### src/core/timer_pkg.sv
// Operation
// Mode 0 counts up forever, never clears on match, wraps 0xFFFF to 0x0000.
// Normal mode raises wrap flag as count becomes zero; counter only sets it.
// Normal mode accepts a count write at any time.
// Clear-on-match mode clears count at compare A (mode 4) or capture top (mode 12).
// Clear-on-match top writes act at once; a top below count wraps via 0xFFFF.
// Clear-on-match top hit sets compare A flag or capture flag, per top source.
// Clear-on-match with action 1 toggles channel A output at every match.
// Latch reaches pin only when direction is output and routing enabled.
// Clear-on-match sets wrap flag when count rolls from max to 0x0000.
// Fast PWM modes 5,6,7,14,15 top at 0xFF,0x1FF,0x3FF,capture,compare A; then clear.
// Fast PWM action 2 sets on match, clears at top; action 3 the reverse.
// Fast PWM sets wrap flag at top, plus top-source flag in same cycle.
// Fixed top masks compare bits above resolution on every compare write.
// Fast PWM capture top is unbuffered; a top below count wraps via 0xFFFF.
// Fast PWM compare A writes go to buffer, loaded at top with clear and wrap.
// Software keeps variable top at least 0x0003, at most full 16 bits.
// Software keeps new top at or above every compare value.
// Fast PWM compare 0 gives one-cycle spike; compare equal top gives constant level.
// Fast PWM channel A action 1 toggles on match, compare stays buffered.
// Counting depends only on mode select, never on output actions.
// Timer tick is clock divided by 1, 8, 64, 256 or 1024.
// Non-PWM action sets, clears or toggles latch at match; routing gates pin.
// A count write suppresses every compare match in the next timer tick.
// Match sets its flag one tick later; cleared by service or write of one.
package timer_pkg;
  localparam int CNT_W = 16;
  localparam int CH_N = 2;
  localparam logic [CNT_W-1:0] COUNT_ZERO = 16'h0000;
  localparam logic [CNT_W-1:0] COUNT_MAX = 16'hffff;
  localparam logic [CNT_W-1:0] TOP_8BIT = 16'h00ff;
  localparam logic [CNT_W-1:0] TOP_9BIT = 16'h01ff;
  localparam logic [CNT_W-1:0] TOP_10BIT = 16'h03ff;
  // Waveform mode codes
  localparam logic [3:0] MODE_NORMAL = 4'h0;
  localparam logic [3:0] MODE_MATCH_A = 4'h4;
  localparam logic [3:0] MODE_PWM_8 = 4'h5;
  localparam logic [3:0] MODE_PWM_9 = 4'h6;
  localparam logic [3:0] MODE_PWM_10 = 4'h7;
  localparam logic [3:0] MODE_MATCH_CAP = 4'hc;
  localparam logic [3:0] MODE_PWM_CAP = 4'he;
  localparam logic [3:0] MODE_PWM_A = 4'hf;
  // Output action codes
  localparam logic [1:0] ACT_NONE = 2'h0;
  localparam logic [1:0] ACT_TOGGLE = 2'h1;
  localparam logic [1:0] ACT_TWO = 2'h2;
  localparam logic [1:0] ACT_THREE = 2'h3;
  localparam logic LATCH_RESET = 1'b0;
  // Prescaler select codes and divider widths
  localparam int PRESCALE_W = 10;
  localparam logic [2:0] CS_STOP = 3'h0;
  localparam logic [2:0] CS_DIV1 = 3'h1;
  localparam logic [2:0] CS_DIV8 = 3'h2;
  localparam logic [2:0] CS_DIV64 = 3'h3;
  localparam logic [2:0] CS_DIV256 = 3'h4;
  localparam logic [2:0] CS_DIV1024 = 3'h5;
  localparam int DIV8_BITS = 3;
  localparam int DIV64_BITS = 6;
  localparam int DIV256_BITS = 8;
  localparam int DIV1024_BITS = 10;
  localparam logic [PRESCALE_W-1:0] PRESCALE_ZERO = 10'h000;
  localparam logic [PRESCALE_W-1:0] PRESCALE_ONE = 10'h001;
endpackage

### src/core/timer_prescaler.sv
`timescale 1ns/100ps
module timer_prescaler #(
  parameter int PRESCALE_W = timer_pkg::PRESCALE_W
) (
  // Clock and reset
  input wire logic clk,
  input wire logic rst,
  // Division select
  input wire logic [2:0] clock_select,
  // Timer tick
  output logic timer_tick
);
  logic [PRESCALE_W-1:0] div_q;
  logic [PRESCALE_W-1:0] div_d;

  // Free running; a select change may give one short first period
  always_comb begin
    div_d = div_q + timer_pkg::PRESCALE_ONE;
  end

  always_ff @(posedge clk) begin
    if (rst) begin
      div_q <= timer_pkg::PRESCALE_ZERO;
    end else begin
      div_q <= div_d;
    end
  end

  always_comb begin
    unique case (clock_select)
      timer_pkg::CS_DIV1: timer_tick = 1'b1;
      timer_pkg::CS_DIV8: timer_tick = &div_q[timer_pkg::DIV8_BITS-1:0];
      timer_pkg::CS_DIV64: timer_tick = &div_q[timer_pkg::DIV64_BITS-1:0];
      timer_pkg::CS_DIV256: timer_tick = &div_q[timer_pkg::DIV256_BITS-1:0];
      timer_pkg::CS_DIV1024: timer_tick = &div_q[timer_pkg::DIV1024_BITS-1:0];
      default: timer_tick = 1'b0;
    endcase
  end
endmodule

### src/core/wide_timer_wave_modes.sv
`timescale 1ns/100ps
module wide_timer_wave_modes (
  // Clock and reset
  input wire logic clk,
  input wire logic rst,
  // Mode and clock control
  input wire logic [3:0] waveform_mode_select,
  input wire logic [2:0] clock_select,
  input wire logic [1:0] output_action_select_a,
  input wire logic [1:0] output_action_select_b,
  // Software writes
  input wire logic count_write,
  input wire logic [timer_pkg::CNT_W-1:0] count_wdata,
  input wire logic compare_a_write,
  input wire logic [timer_pkg::CNT_W-1:0] compare_a_wdata,
  input wire logic compare_b_write,
  input wire logic [timer_pkg::CNT_W-1:0] compare_b_wdata,
  input wire logic capture_top_write,
  input wire logic [timer_pkg::CNT_W-1:0] capture_top_wdata,
  input wire logic force_match_strobe_a,
  input wire logic force_match_strobe_b,
  // Flag clears, from service or write of one
  input wire logic wrap_flag_clear,
  input wire logic compare_a_flag_clear,
  input wire logic compare_b_flag_clear,
  input wire logic capture_flag_clear,
  // Pin control
  input wire logic pin_route_enable_a,
  input wire logic pin_route_enable_b,
  input wire logic pin_direction_bit_a,
  input wire logic pin_direction_bit_b,
  input wire logic port_value_a,
  input wire logic port_value_b,
  // Register views
  output logic [timer_pkg::CNT_W-1:0] count_value,
  output logic [timer_pkg::CNT_W-1:0] compare_a_value,
  output logic [timer_pkg::CNT_W-1:0] compare_b_value,
  output logic [timer_pkg::CNT_W-1:0] compare_a_buffer,
  output logic [timer_pkg::CNT_W-1:0] compare_b_buffer,
  output logic [timer_pkg::CNT_W-1:0] capture_top_value,
  // Flags
  output logic wrap_flag,
  output logic compare_a_flag,
  output logic compare_b_flag,
  output logic capture_flag,
  // Waveform
  output logic wave_out_latch_a,
  output logic wave_out_latch_b,
  output logic wave_out_a,
  output logic wave_out_a_oe,
  output logic wave_out_b,
  output logic wave_out_b_oe
);
  localparam int W = timer_pkg::CNT_W;
  localparam int N = timer_pkg::CH_N;

  logic tick;
  logic [W-1:0] count_q;
  logic [W-1:0] count_d;
  logic block_q;
  logic block_d;
  logic [W-1:0] capture_q;
  logic [W-1:0] capture_d;
  logic wrap_q;
  logic wrap_d;
  logic cap_flag_q;
  logic cap_flag_d;
  logic is_pwm;
  logic is_match_clr;
  logic fixed_top;
  logic [W-1:0] top_value;
  logic [W-1:0] wr_mask;
  logic at_top;
  logic top_event;
  logic [W-1:0] active_q [N];
  logic [W-1:0] buffer_q [N];
  logic match [N];
  logic flag_q [N];
  logic latch_q [N];
  logic cmp_write [N];
  logic [W-1:0] cmp_wdata [N];
  logic force_strobe [N];
  logic flag_clear [N];
  logic [1:0] action [N];
  logic route_en [N];
  logic dir_out [N];
  logic port_val [N];
  logic pin_val [N];

  timer_prescaler #(
    .PRESCALE_W(timer_pkg::PRESCALE_W)
  ) u_prescaler (
    .clk(clk),
    .rst(rst),
    .clock_select(clock_select),
    .timer_tick(tick)
  );

  // Channel fan-in
  assign cmp_write[0] = compare_a_write;
  assign cmp_write[1] = compare_b_write;
  assign cmp_wdata[0] = compare_a_wdata;
  assign cmp_wdata[1] = compare_b_wdata;
  assign force_strobe[0] = force_match_strobe_a;
  assign force_strobe[1] = force_match_strobe_b;
  assign flag_clear[0] = compare_a_flag_clear;
  assign flag_clear[1] = compare_b_flag_clear;
  assign action[0] = output_action_select_a;
  assign action[1] = output_action_select_b;
  assign route_en[0] = pin_route_enable_a;
  assign route_en[1] = pin_route_enable_b;
  assign dir_out[0] = pin_direction_bit_a;
  assign dir_out[1] = pin_direction_bit_b;
  assign port_val[0] = port_value_a;
  assign port_val[1] = port_value_b;

  // Mode decode; only the mode select shapes counting
  always_comb begin
    is_pwm = 1'b0;
    is_match_clr = 1'b0;
    fixed_top = 1'b0;
    top_value = timer_pkg::COUNT_MAX;
    wr_mask = timer_pkg::COUNT_MAX;
    unique case (waveform_mode_select)
      timer_pkg::MODE_MATCH_A: begin
        is_match_clr = 1'b1;
        top_value = active_q[0];
      end
      timer_pkg::MODE_MATCH_CAP: begin
        is_match_clr = 1'b1;
        top_value = capture_q;
      end
      timer_pkg::MODE_PWM_8: begin
        is_pwm = 1'b1;
        fixed_top = 1'b1;
        top_value = timer_pkg::TOP_8BIT;
        wr_mask = timer_pkg::TOP_8BIT;
      end
      timer_pkg::MODE_PWM_9: begin
        is_pwm = 1'b1;
        fixed_top = 1'b1;
        top_value = timer_pkg::TOP_9BIT;
        wr_mask = timer_pkg::TOP_9BIT;
      end
      timer_pkg::MODE_PWM_10: begin
        is_pwm = 1'b1;
        fixed_top = 1'b1;
        top_value = timer_pkg::TOP_10BIT;
        wr_mask = timer_pkg::TOP_10BIT;
      end
      timer_pkg::MODE_PWM_CAP: begin
        is_pwm = 1'b1;
        top_value = capture_q;
      end
      timer_pkg::MODE_PWM_A: begin
        is_pwm = 1'b1;
        top_value = active_q[0];
      end
      default: begin
        // Normal and the dual-slope codes count as mode 0 here
        top_value = timer_pkg::COUNT_MAX;
      end
    endcase
  end

  // Exact equality only: a top written below the count is missed
  // A register-defined top is a compare match, so a count write blocks it too
  assign at_top = (is_pwm | is_match_clr) & (count_q == top_value) & (fixed_top | ~block_q);
  assign top_event = tick & at_top;

  // Counter, match blocking, capture top and top-driven flags
  always_comb begin
    count_d = count_q;
    block_d = block_q;
    capture_d = capture_q;
    wrap_d = wrap_q;
    cap_flag_d = cap_flag_q;
    if (count_write) begin
      count_d = count_wdata;
      block_d = 1'b1;
    end else if (tick) begin
      block_d = 1'b0;
      if (at_top) begin
        count_d = timer_pkg::COUNT_ZERO;
      end else begin
        count_d = count_q + 16'h0001;
      end
    end
    if (capture_top_write) begin
      capture_d = capture_top_wdata;
    end
    if (wrap_flag_clear) begin
      wrap_d = 1'b0;
    end
    // A count write in the same cycle means no rollover, so no wrap
    if (tick & ~count_write & ~is_pwm & (count_q == timer_pkg::COUNT_MAX)) begin
      wrap_d = 1'b1;
    end
    if (top_event & is_pwm) begin
      wrap_d = 1'b1;
    end
    if (capture_flag_clear) begin
      cap_flag_d = 1'b0;
    end
    if (top_event & (waveform_mode_select == timer_pkg::MODE_MATCH_CAP ||
        waveform_mode_select == timer_pkg::MODE_PWM_CAP)) begin
      cap_flag_d = 1'b1;
    end
  end

  always_ff @(posedge clk) begin
    if (rst) begin
      count_q <= timer_pkg::COUNT_ZERO;
      block_q <= 1'b0;
      capture_q <= timer_pkg::COUNT_ZERO;
      wrap_q <= 1'b0;
      cap_flag_q <= 1'b0;
    end else begin
      count_q <= count_d;
      block_q <= block_d;
      capture_q <= capture_d;
      wrap_q <= wrap_d;
      cap_flag_q <= cap_flag_d;
    end
  end

  // Compare channels
  for (genvar ch = 0; ch < N; ch++) begin : g_ch
    logic [W-1:0] act_d;
    logic [W-1:0] buf_d;
    logic flag_d;
    logic latch_d;
    logic hit;

    assign match[ch] = (count_q == active_q[ch]) & ~block_q;
    assign hit = tick & match[ch];

    always_comb begin
      act_d = active_q[ch];
      buf_d = buffer_q[ch];
      flag_d = flag_q[ch];
      latch_d = latch_q[ch];
      // Buffer loads at top, together with counter clear and wrap
      if (top_event & is_pwm) begin
        act_d = buffer_q[ch];
      end
      if (cmp_write[ch]) begin
        buf_d = cmp_wdata[ch] & wr_mask;
        if (~is_pwm) begin
          act_d = cmp_wdata[ch] & wr_mask;
        end
      end
      if (flag_clear[ch]) begin
        flag_d = 1'b0;
      end
      if (hit) begin
        flag_d = 1'b1;
      end
      if (is_pwm) begin
        // At compare equal top both events coincide; top wins, level stays constant
        unique case (action[ch])
          timer_pkg::ACT_TOGGLE: begin
            if (hit && ch == 0) begin
              latch_d = ~latch_q[ch];
            end
          end
          timer_pkg::ACT_TWO: begin
            if (hit) begin
              latch_d = 1'b1;
            end
            if (top_event) begin
              latch_d = 1'b0;
            end
          end
          timer_pkg::ACT_THREE: begin
            if (hit) begin
              latch_d = 1'b0;
            end
            if (top_event) begin
              latch_d = 1'b1;
            end
          end
          timer_pkg::ACT_NONE: begin
            latch_d = latch_q[ch];
          end
        endcase
      end else if (hit | force_strobe[ch]) begin
        // Force acts like a match but leaves flags and counter alone
        unique case (action[ch])
          timer_pkg::ACT_TOGGLE: latch_d = ~latch_q[ch];
          timer_pkg::ACT_TWO: latch_d = 1'b0;
          timer_pkg::ACT_THREE: latch_d = 1'b1;
          timer_pkg::ACT_NONE: latch_d = latch_q[ch];
        endcase
      end
    end

    always_ff @(posedge clk) begin
      if (rst) begin
        active_q[ch] <= timer_pkg::COUNT_ZERO;
        buffer_q[ch] <= timer_pkg::COUNT_ZERO;
        flag_q[ch] <= 1'b0;
        latch_q[ch] <= timer_pkg::LATCH_RESET;
      end else begin
        active_q[ch] <= act_d;
        buffer_q[ch] <= buf_d;
        flag_q[ch] <= flag_d;
        latch_q[ch] <= latch_d;
      end
    end

    // Port function keeps the pin unless routed and an action is chosen
    assign pin_val[ch] = (route_en[ch] && action[ch] != timer_pkg::ACT_NONE) ?
                         latch_q[ch] : port_val[ch];
  end

  // Outputs
  assign count_value = count_q;
  assign compare_a_value = active_q[0];
  assign compare_b_value = active_q[1];
  assign compare_a_buffer = buffer_q[0];
  assign compare_b_buffer = buffer_q[1];
  assign capture_top_value = capture_q;
  assign wrap_flag = wrap_q;
  assign compare_a_flag = flag_q[0];
  assign compare_b_flag = flag_q[1];
  assign capture_flag = cap_flag_q;
  assign wave_out_latch_a = latch_q[0];
  assign wave_out_latch_b = latch_q[1];
  assign wave_out_a = pin_val[0];
  assign wave_out_b = pin_val[1];
  assign wave_out_a_oe = pin_direction_bit_a;
  assign wave_out_b_oe = pin_direction_bit_b;
endmodule

### config.mk
export PLATFORM = sky130hd
export DESIGN_NAME = wide_timer_wave_modes
export DESIGN_NICKNAME = d
export VERILOG_FILES = /design/src/core/timer_pkg.sv /design/src/core/timer_prescaler.sv /design/src/core/wide_timer_wave_modes.sv
export SDC_FILE = /design/constraint.sdc
export NUM_CORES = 1
export LEC_CHECK = 0
export BUFFER_PORTS_ARGS = -buffer_cell sky130_fd_sc_hd__buf_2
export CAP_MARGIN = 10
export CORE_ASPECT_RATIO = 1.25
export CORE_MARGIN = 4
export CORE_UTILIZATION = 50
export DETAILED_ROUTE_END_ITERATION = 6
export GPL_TIMING_DRIVEN = 0
export PLACE_DENSITY = 0.83
export SLEW_MARGIN = 20
export SYNTH_ARGS = -nofsm -noshare
export SYNTH_HDL_FRONTEND = slang
export SYNTH_SLANG_ARGS = --single-unit
### constraint.sdc
create_clock -name clk -period 4.5 [get_ports clk]
set_clock_uncertainty 0.1 [all_clocks]
set_input_delay 0 -clock clk [delete_from_list [all_inputs] [get_ports clk]]
set_output_delay 0 -clock clk [all_outputs]
set_load 0.05 [all_outputs]
Word level (Yosys, flattened, before mapping)
Memories as Yosys holds them, arrays and structs flattened.
Index checks and enable logic that the tools add are counted.
{"block": "word_totals", "wordCells": 142, "reg_bits": 45, "mem_bits_rw": 68, "mem_count": 4, "output_inout_bits": 106}
{"block": "classes", "n_bitwise": 31, "muxes": 58, "reduce_logical": 19, "eq_ne": 22, "n_addsub": 2}
{"memory": "active_q", "depth": 2, "word_bits": 16, "read_ports": 2, "rd_ports_with_merged_regs": 0, "wr": 2, "line_no": "wide_timer_wave_modes.sv:75", "rtl": "logic [W-1:0] active_q [N];"}
{"memory": "buffer_q", "depth": 2, "word_bits": 16, "read_ports": 2, "rd_ports_with_merged_regs": 0, "wr": 2, "line_no": "wide_timer_wave_modes.sv:76", "rtl": "logic [W-1:0] buffer_q [N];"}
{"memory": "flag_q", "depth": 2, "word_bits": 1, "read_ports": 2, "rd_ports_with_merged_regs": 0, "wr": 2, "line_no": "wide_timer_wave_modes.sv:78", "rtl": "logic flag_q [N];"}
{"memory": "latch_q", "depth": 2, "word_bits": 1, "read_ports": 2, "rd_ports_with_merged_regs": 0, "wr": 2, "line_no": "wide_timer_wave_modes.sv:79", "rtl": "logic latch_q [N];"}
{"operator": "two-way mux 16 bit", "n": 15}
{"operator": "one-hot mux 16 bit (5 select lines)", "n": 1}
{"operator": "equality test 16 bit", "n": 3}
{"operator": "one-hot mux 16 bit (3 select lines)", "n": 1}
{"operator": "two-way mux 1 bit", "n": 36}
{"operator": "bitwise AND 16 bit", "n": 2}
{"operator": "adder 16 x 1 -> 16 bit, second input constant", "n": 1}
{"operator": "equality test 16 bit, second input constant", "n": 1}
{"operator": "equality test 4 x 3 -> 1 bit, second input constant", "n": 4}
{"operator": "bitwise AND 1 bit", "n": 12}
{"operator": "equality test 4 bit, second input constant", "n": 3}
{"operator": "OR 1 bit", "n": 12}
{"operator": "one-hot mux 1 bit (4 select lines)", "n": 3}
{"operator": "adder 10 x 1 -> 10 bit, second input constant", "n": 1}
{"operator": "AND reduction 10 bit", "n": 1}
{"operator": "equality test 2 bit, second input constant", "n": 4}
{"operator": "AND reduction 8 bit", "n": 1}
{"operator": "nonzero test 2 bit", "n": 4}
{"operator": "equality test 3 x 2 -> 1 bit, second input constant", "n": 2}
{"operator": "equality test 3 bit, second input constant", "n": 2}
{"operator": "AND reduction 6 bit", "n": 1}
{"operator": "OR reduction 2 bit", "n": 3}
{"operator": "inverter 1 bit", "n": 5}
{"operator": "one-hot mux 1 bit (5 select lines)", "n": 1}
{"operator": "other kinds (10)", "n": 13}

Depth between registers and ports, before layout
{"block": "depth", "word_depth": 12, "ltp_mapped": 14}

Hierarchy
Synthesis repeated with hierarchy kept, for this count alone.
{"block": "hier_totals", "cells_unflattened": 772, "area_unflattened_um2": 6501.2}
{"mod": "wide_timer_wave_modes", "instances": 1, "seq_area_each_um2": 2062.0, "area_each_um2": 6005.8, "cells_per_inst": 719}
{"mod": "timer_prescaler", "instances": 1, "seq_area_each_um2": 200.2, "area_each_um2": 495.5, "cells_per_inst": 53}

Worst setup path after synthesis
Ideal clock, no wire load.
{"block": "synth_path", "kind": "register to register", "from": "mem active_q[0][9] (netlist bit)", "to": "mem active_q[0][0] (netlist bit)", "period_less_slack_ps": 2945, "arrival_time_ps": 2701, "path_stages_with_launch": 11, "t_required_ps": 4256, "path_buffers": 2, "path_slack_ps": 1555, "path_cell_list": "dfxtp_1 -> and3b_1 -> o21ai_0 -> nand3_1 -> a2111oi_4 -> o2bb2ai_2 -> or3_1 -> buf_2 -> buf_6 -> nor4_2 -> nor4_2"}
{"item": "start, declared", "line_no": "wide_timer_wave_modes.sv:75"}

==> run_results.csv <==
group,metric,value,unit
critical_path,cp-start-kind,"flop",
synthesis,synth_edf_count,0,
placed_design,place_hpwl,19.79,mm
finish,fin_nets,1263,
clock_network,cts_setup_buffers,0,
sta,tightest_slew,0.9975,ns
power,peakVddDrop,0.3388,mV
run_status,status,"completed",
synthesis,ys.flop_type,"dfxtp_1",
placed_design,place_ws,0.9454,ns
clock_network,numCtsBuffers,17,
clock_network,cts-root-buf,"clkbuf_16",
global_route,grtUsageMet2,56.50,%
die,dieArea,16540,um2
global_route,grt-ovfl-total,0,
synthesis,ys_seq_elements,113,
critical_path,path_max_fanout,9,
sta,rsz0062_at_grt,"false",
sta,hold_violations,0,
global_route,grt_use_met3,8.181,%
die,row_count,49,
power,p_leak,0.004204,uW
critical_path,critPathArrivalTime,3.99,ns
finish,area_growth,36.94,%
detailed_routing,finalWirelength,29.50,mm
global_route,grt_max_degree,17,
global_route,grt-busiest-layer,"met2",
sta,setup_ws,0.7832,ns
clock_network,ctsLongestPathBuffers,2,
finish,layout-drive-gt1-share,27.31,%
synthesis,synthTopCellsByArea,"dfxtp_1, nor4_2, mux2i_1",
sta,relSlewSlack,32.99,%
synthesis,syn_nets,970,
die,io_pins,199,
global_route,grt_first_pass_wirelength,45.37,mm
global_route,antenna_found_initial,0,
synthesis,ys_top_cells_by_count,"dfxtp_1, nor2_1, a21oi_1, nor4_2, clkbuf_1",
die,fp.dieW,115.8,um
sta,drv_slew,0,
sta,fin_crit_sh,82.60,%
flow_run,maxCapViolations,0,
die,die_y,142.8,um
power,p_total,3570,uW
global_route,globalRouteMet1Util,42.53,%
die,initial_core_util,50.67,%
placed_design,portBuffers,190,
sta,hold-worst-slack,0.04800,ns
clock_network,htree_levels,4,
detailed_routing,viasPerCell,6.396,
die,core-area,14350,um2
sta,finalCriticalPeriod,3.717,ns
sta,clock.fmax,269.0,MHz
clock_network,path_clk_slew,0.06,ns
finish,antennaDiodeCount,0,
critical_path,criticalPathCategory,"reg2reg",
clock_network,cts_tree,"yes",
synthesis,netlist_instances,874,
sta,finalSetupTns,0,ns
global_route,grt_pass1_vias,8410,
power,power_density,358.7,nW/um2
clock_network,insertion_delay,0.43,ns
synthesis,synth_top_area_share,31.12,%
detailed_routing,postRouteAntennaNets,0,
critical_path,cp-end-kind,"flop",
detailed_routing,vias,8680,
synthesis,ys_types,73,
synthesis,yosysMostFrequentCell,"dfxtp_1",
global_route,gr-usage-all-layers,35.15,%
min_path,hold_class,"in2reg",
synthesis,async_reset_ff_share,0,%
detailed_routing,wl_per_cell,21.74,um
clock_network,cts.sinks,113,
synthesis,syn_area,7269,um2
synthesis,synth.avg_cell_area,8.317,um2
critical_path,worstPathRequired,4.77,ns
synthesis,ys_warn_count,0,
synthesis,synth_area_leader_cell,"dfxtp_1",
clock_network,ctsResizeCount,0,
detailed_routing,drt_iter0_drc,941,
detailed_routing,drt_pass1_iterations,6,
detailed_routing,drcViolationCount,0,
sta,setup_violations,0,
placed_design,place_congestion,0.9763,
synthesis,seq_area_frac_synth,31.12,%
[path summary, 6_finish.rpt]
path,startpoint,to,slack (ns),cells past startpoint
max,active_q[0][4],latch_q[1],0.78,9
min,compare_a_write,buffer_q[0][8],0.05,3
max reg2reg,active_q[0][4],latch_q[1],0.78,9
min reg2reg,u_prescaler.div_q[0],u_prescaler.div_q[0],0.39,1
[kinds of logic (layout without fill, tap and decap cells)]
logic type                 Yosys count  count (layout)  share of synthesized area, %
and+or+nand+nor                    383             383                         33.82
AOI/OAI and AO/OA                  183             183                         16.85
DFF                                113             113                         31.12
buffers and inverters              108             413                         6.816
xor gates and xnor gates            43              43                         5.181
muxes                               41              41                         5.697
adders and majority gates            3               3                        0.5164
[where the power goes]
part	internal [uW]	leakage (uW)	total, uW	switching [uW]
clock network	1040	0.000320	1530	488
logic	296	0.00295	890	594
registers	1070	0.000933	1150	86.9
total	2400	0.00420	3570	1170
[final cells by class]
cell class | instances | area, um2
Multi-Input combinational cell | 653 | 4519
Fill cell | 1077 | 4392
Sequential cell | 113 | 2262
Timing Repair Buffer | 274 | 1792
Clock buffer | 23 | 488.0
Buffer | 87 | 416.7
Tap cell | 178 | 222.7
Clock inverter | 8 | 175.2
Inverter | 21 | 78.83
[worst max-delay path, cell delays in order, from the launching register on]
cell	delay, ns
dfxtp_1	0.60
nand4b_1	0.18
o211ai_1	0.10
a222oi_1	0.42
nand4_1	0.22
o21a_1	0.29
nor3_1	0.83
o211ai_1	0.23
nand4_1	0.13
dlygate4sd3_1	0.55
[timing repair]
action / 4_1_cts / 5_1_grt
hold endpoints to repair: 102 / 0
hold buffers: 84 / 0
endpoints found under the setup margin: 0 / 0
[layout by cell type, fill, tap and decap left out, types with 7 or more instances in the layout]
cell	instances
buf_2	205
dfxtp_1	113
nor2_1	87
dlygate4sd3_1	84
a21oi_1	66
nor4_2	58
clkbuf_1	56
nor3_1	50
nand3_1	38
mux2i_1	38
xor2_1	37
o21ai_0	27
nand2_1	23
nand2b_1	22
inv_1	20
nor4_1	20
clkbuf_16	17
nor2b_1	13
nand4_1	13
and2_1	10
o211ai_1	10
or4_1	9
o22ai_1	9
a221oi_1	9
and3_1	8
buf_6	8
nor3b_1	8
o21a_1	8
buf_1	7
[state kept, by name, summed over array words and instances, names as in the netlist]
signal,flops
u_prescaler.div_q,10
latch_q,2
active_q,32
count_value,16
capture_top_value,16
wrap_flag,1
block_q,1
buffer_q,32
flag_q,2
capture_flag,1
[routing by layer]
metal  vias to the layer above  wire length, um
li1                       3811                -
met2                       679            13750
met4                         0             1873
met1                      4022            10720
met5                         -                0
met3                       168             3158
[metrics by stage]
step                std cells  util, %  instance area, um2
finish                   1357    69.39                9955
global route             1357    69.39                9955
CTS                      1357    69.34                9947
detailed placement       1242    58.85                8443
global placement         1242    58.85                8443
floorplan                 874        -                7269
Power figures use the tool's default switching activity.
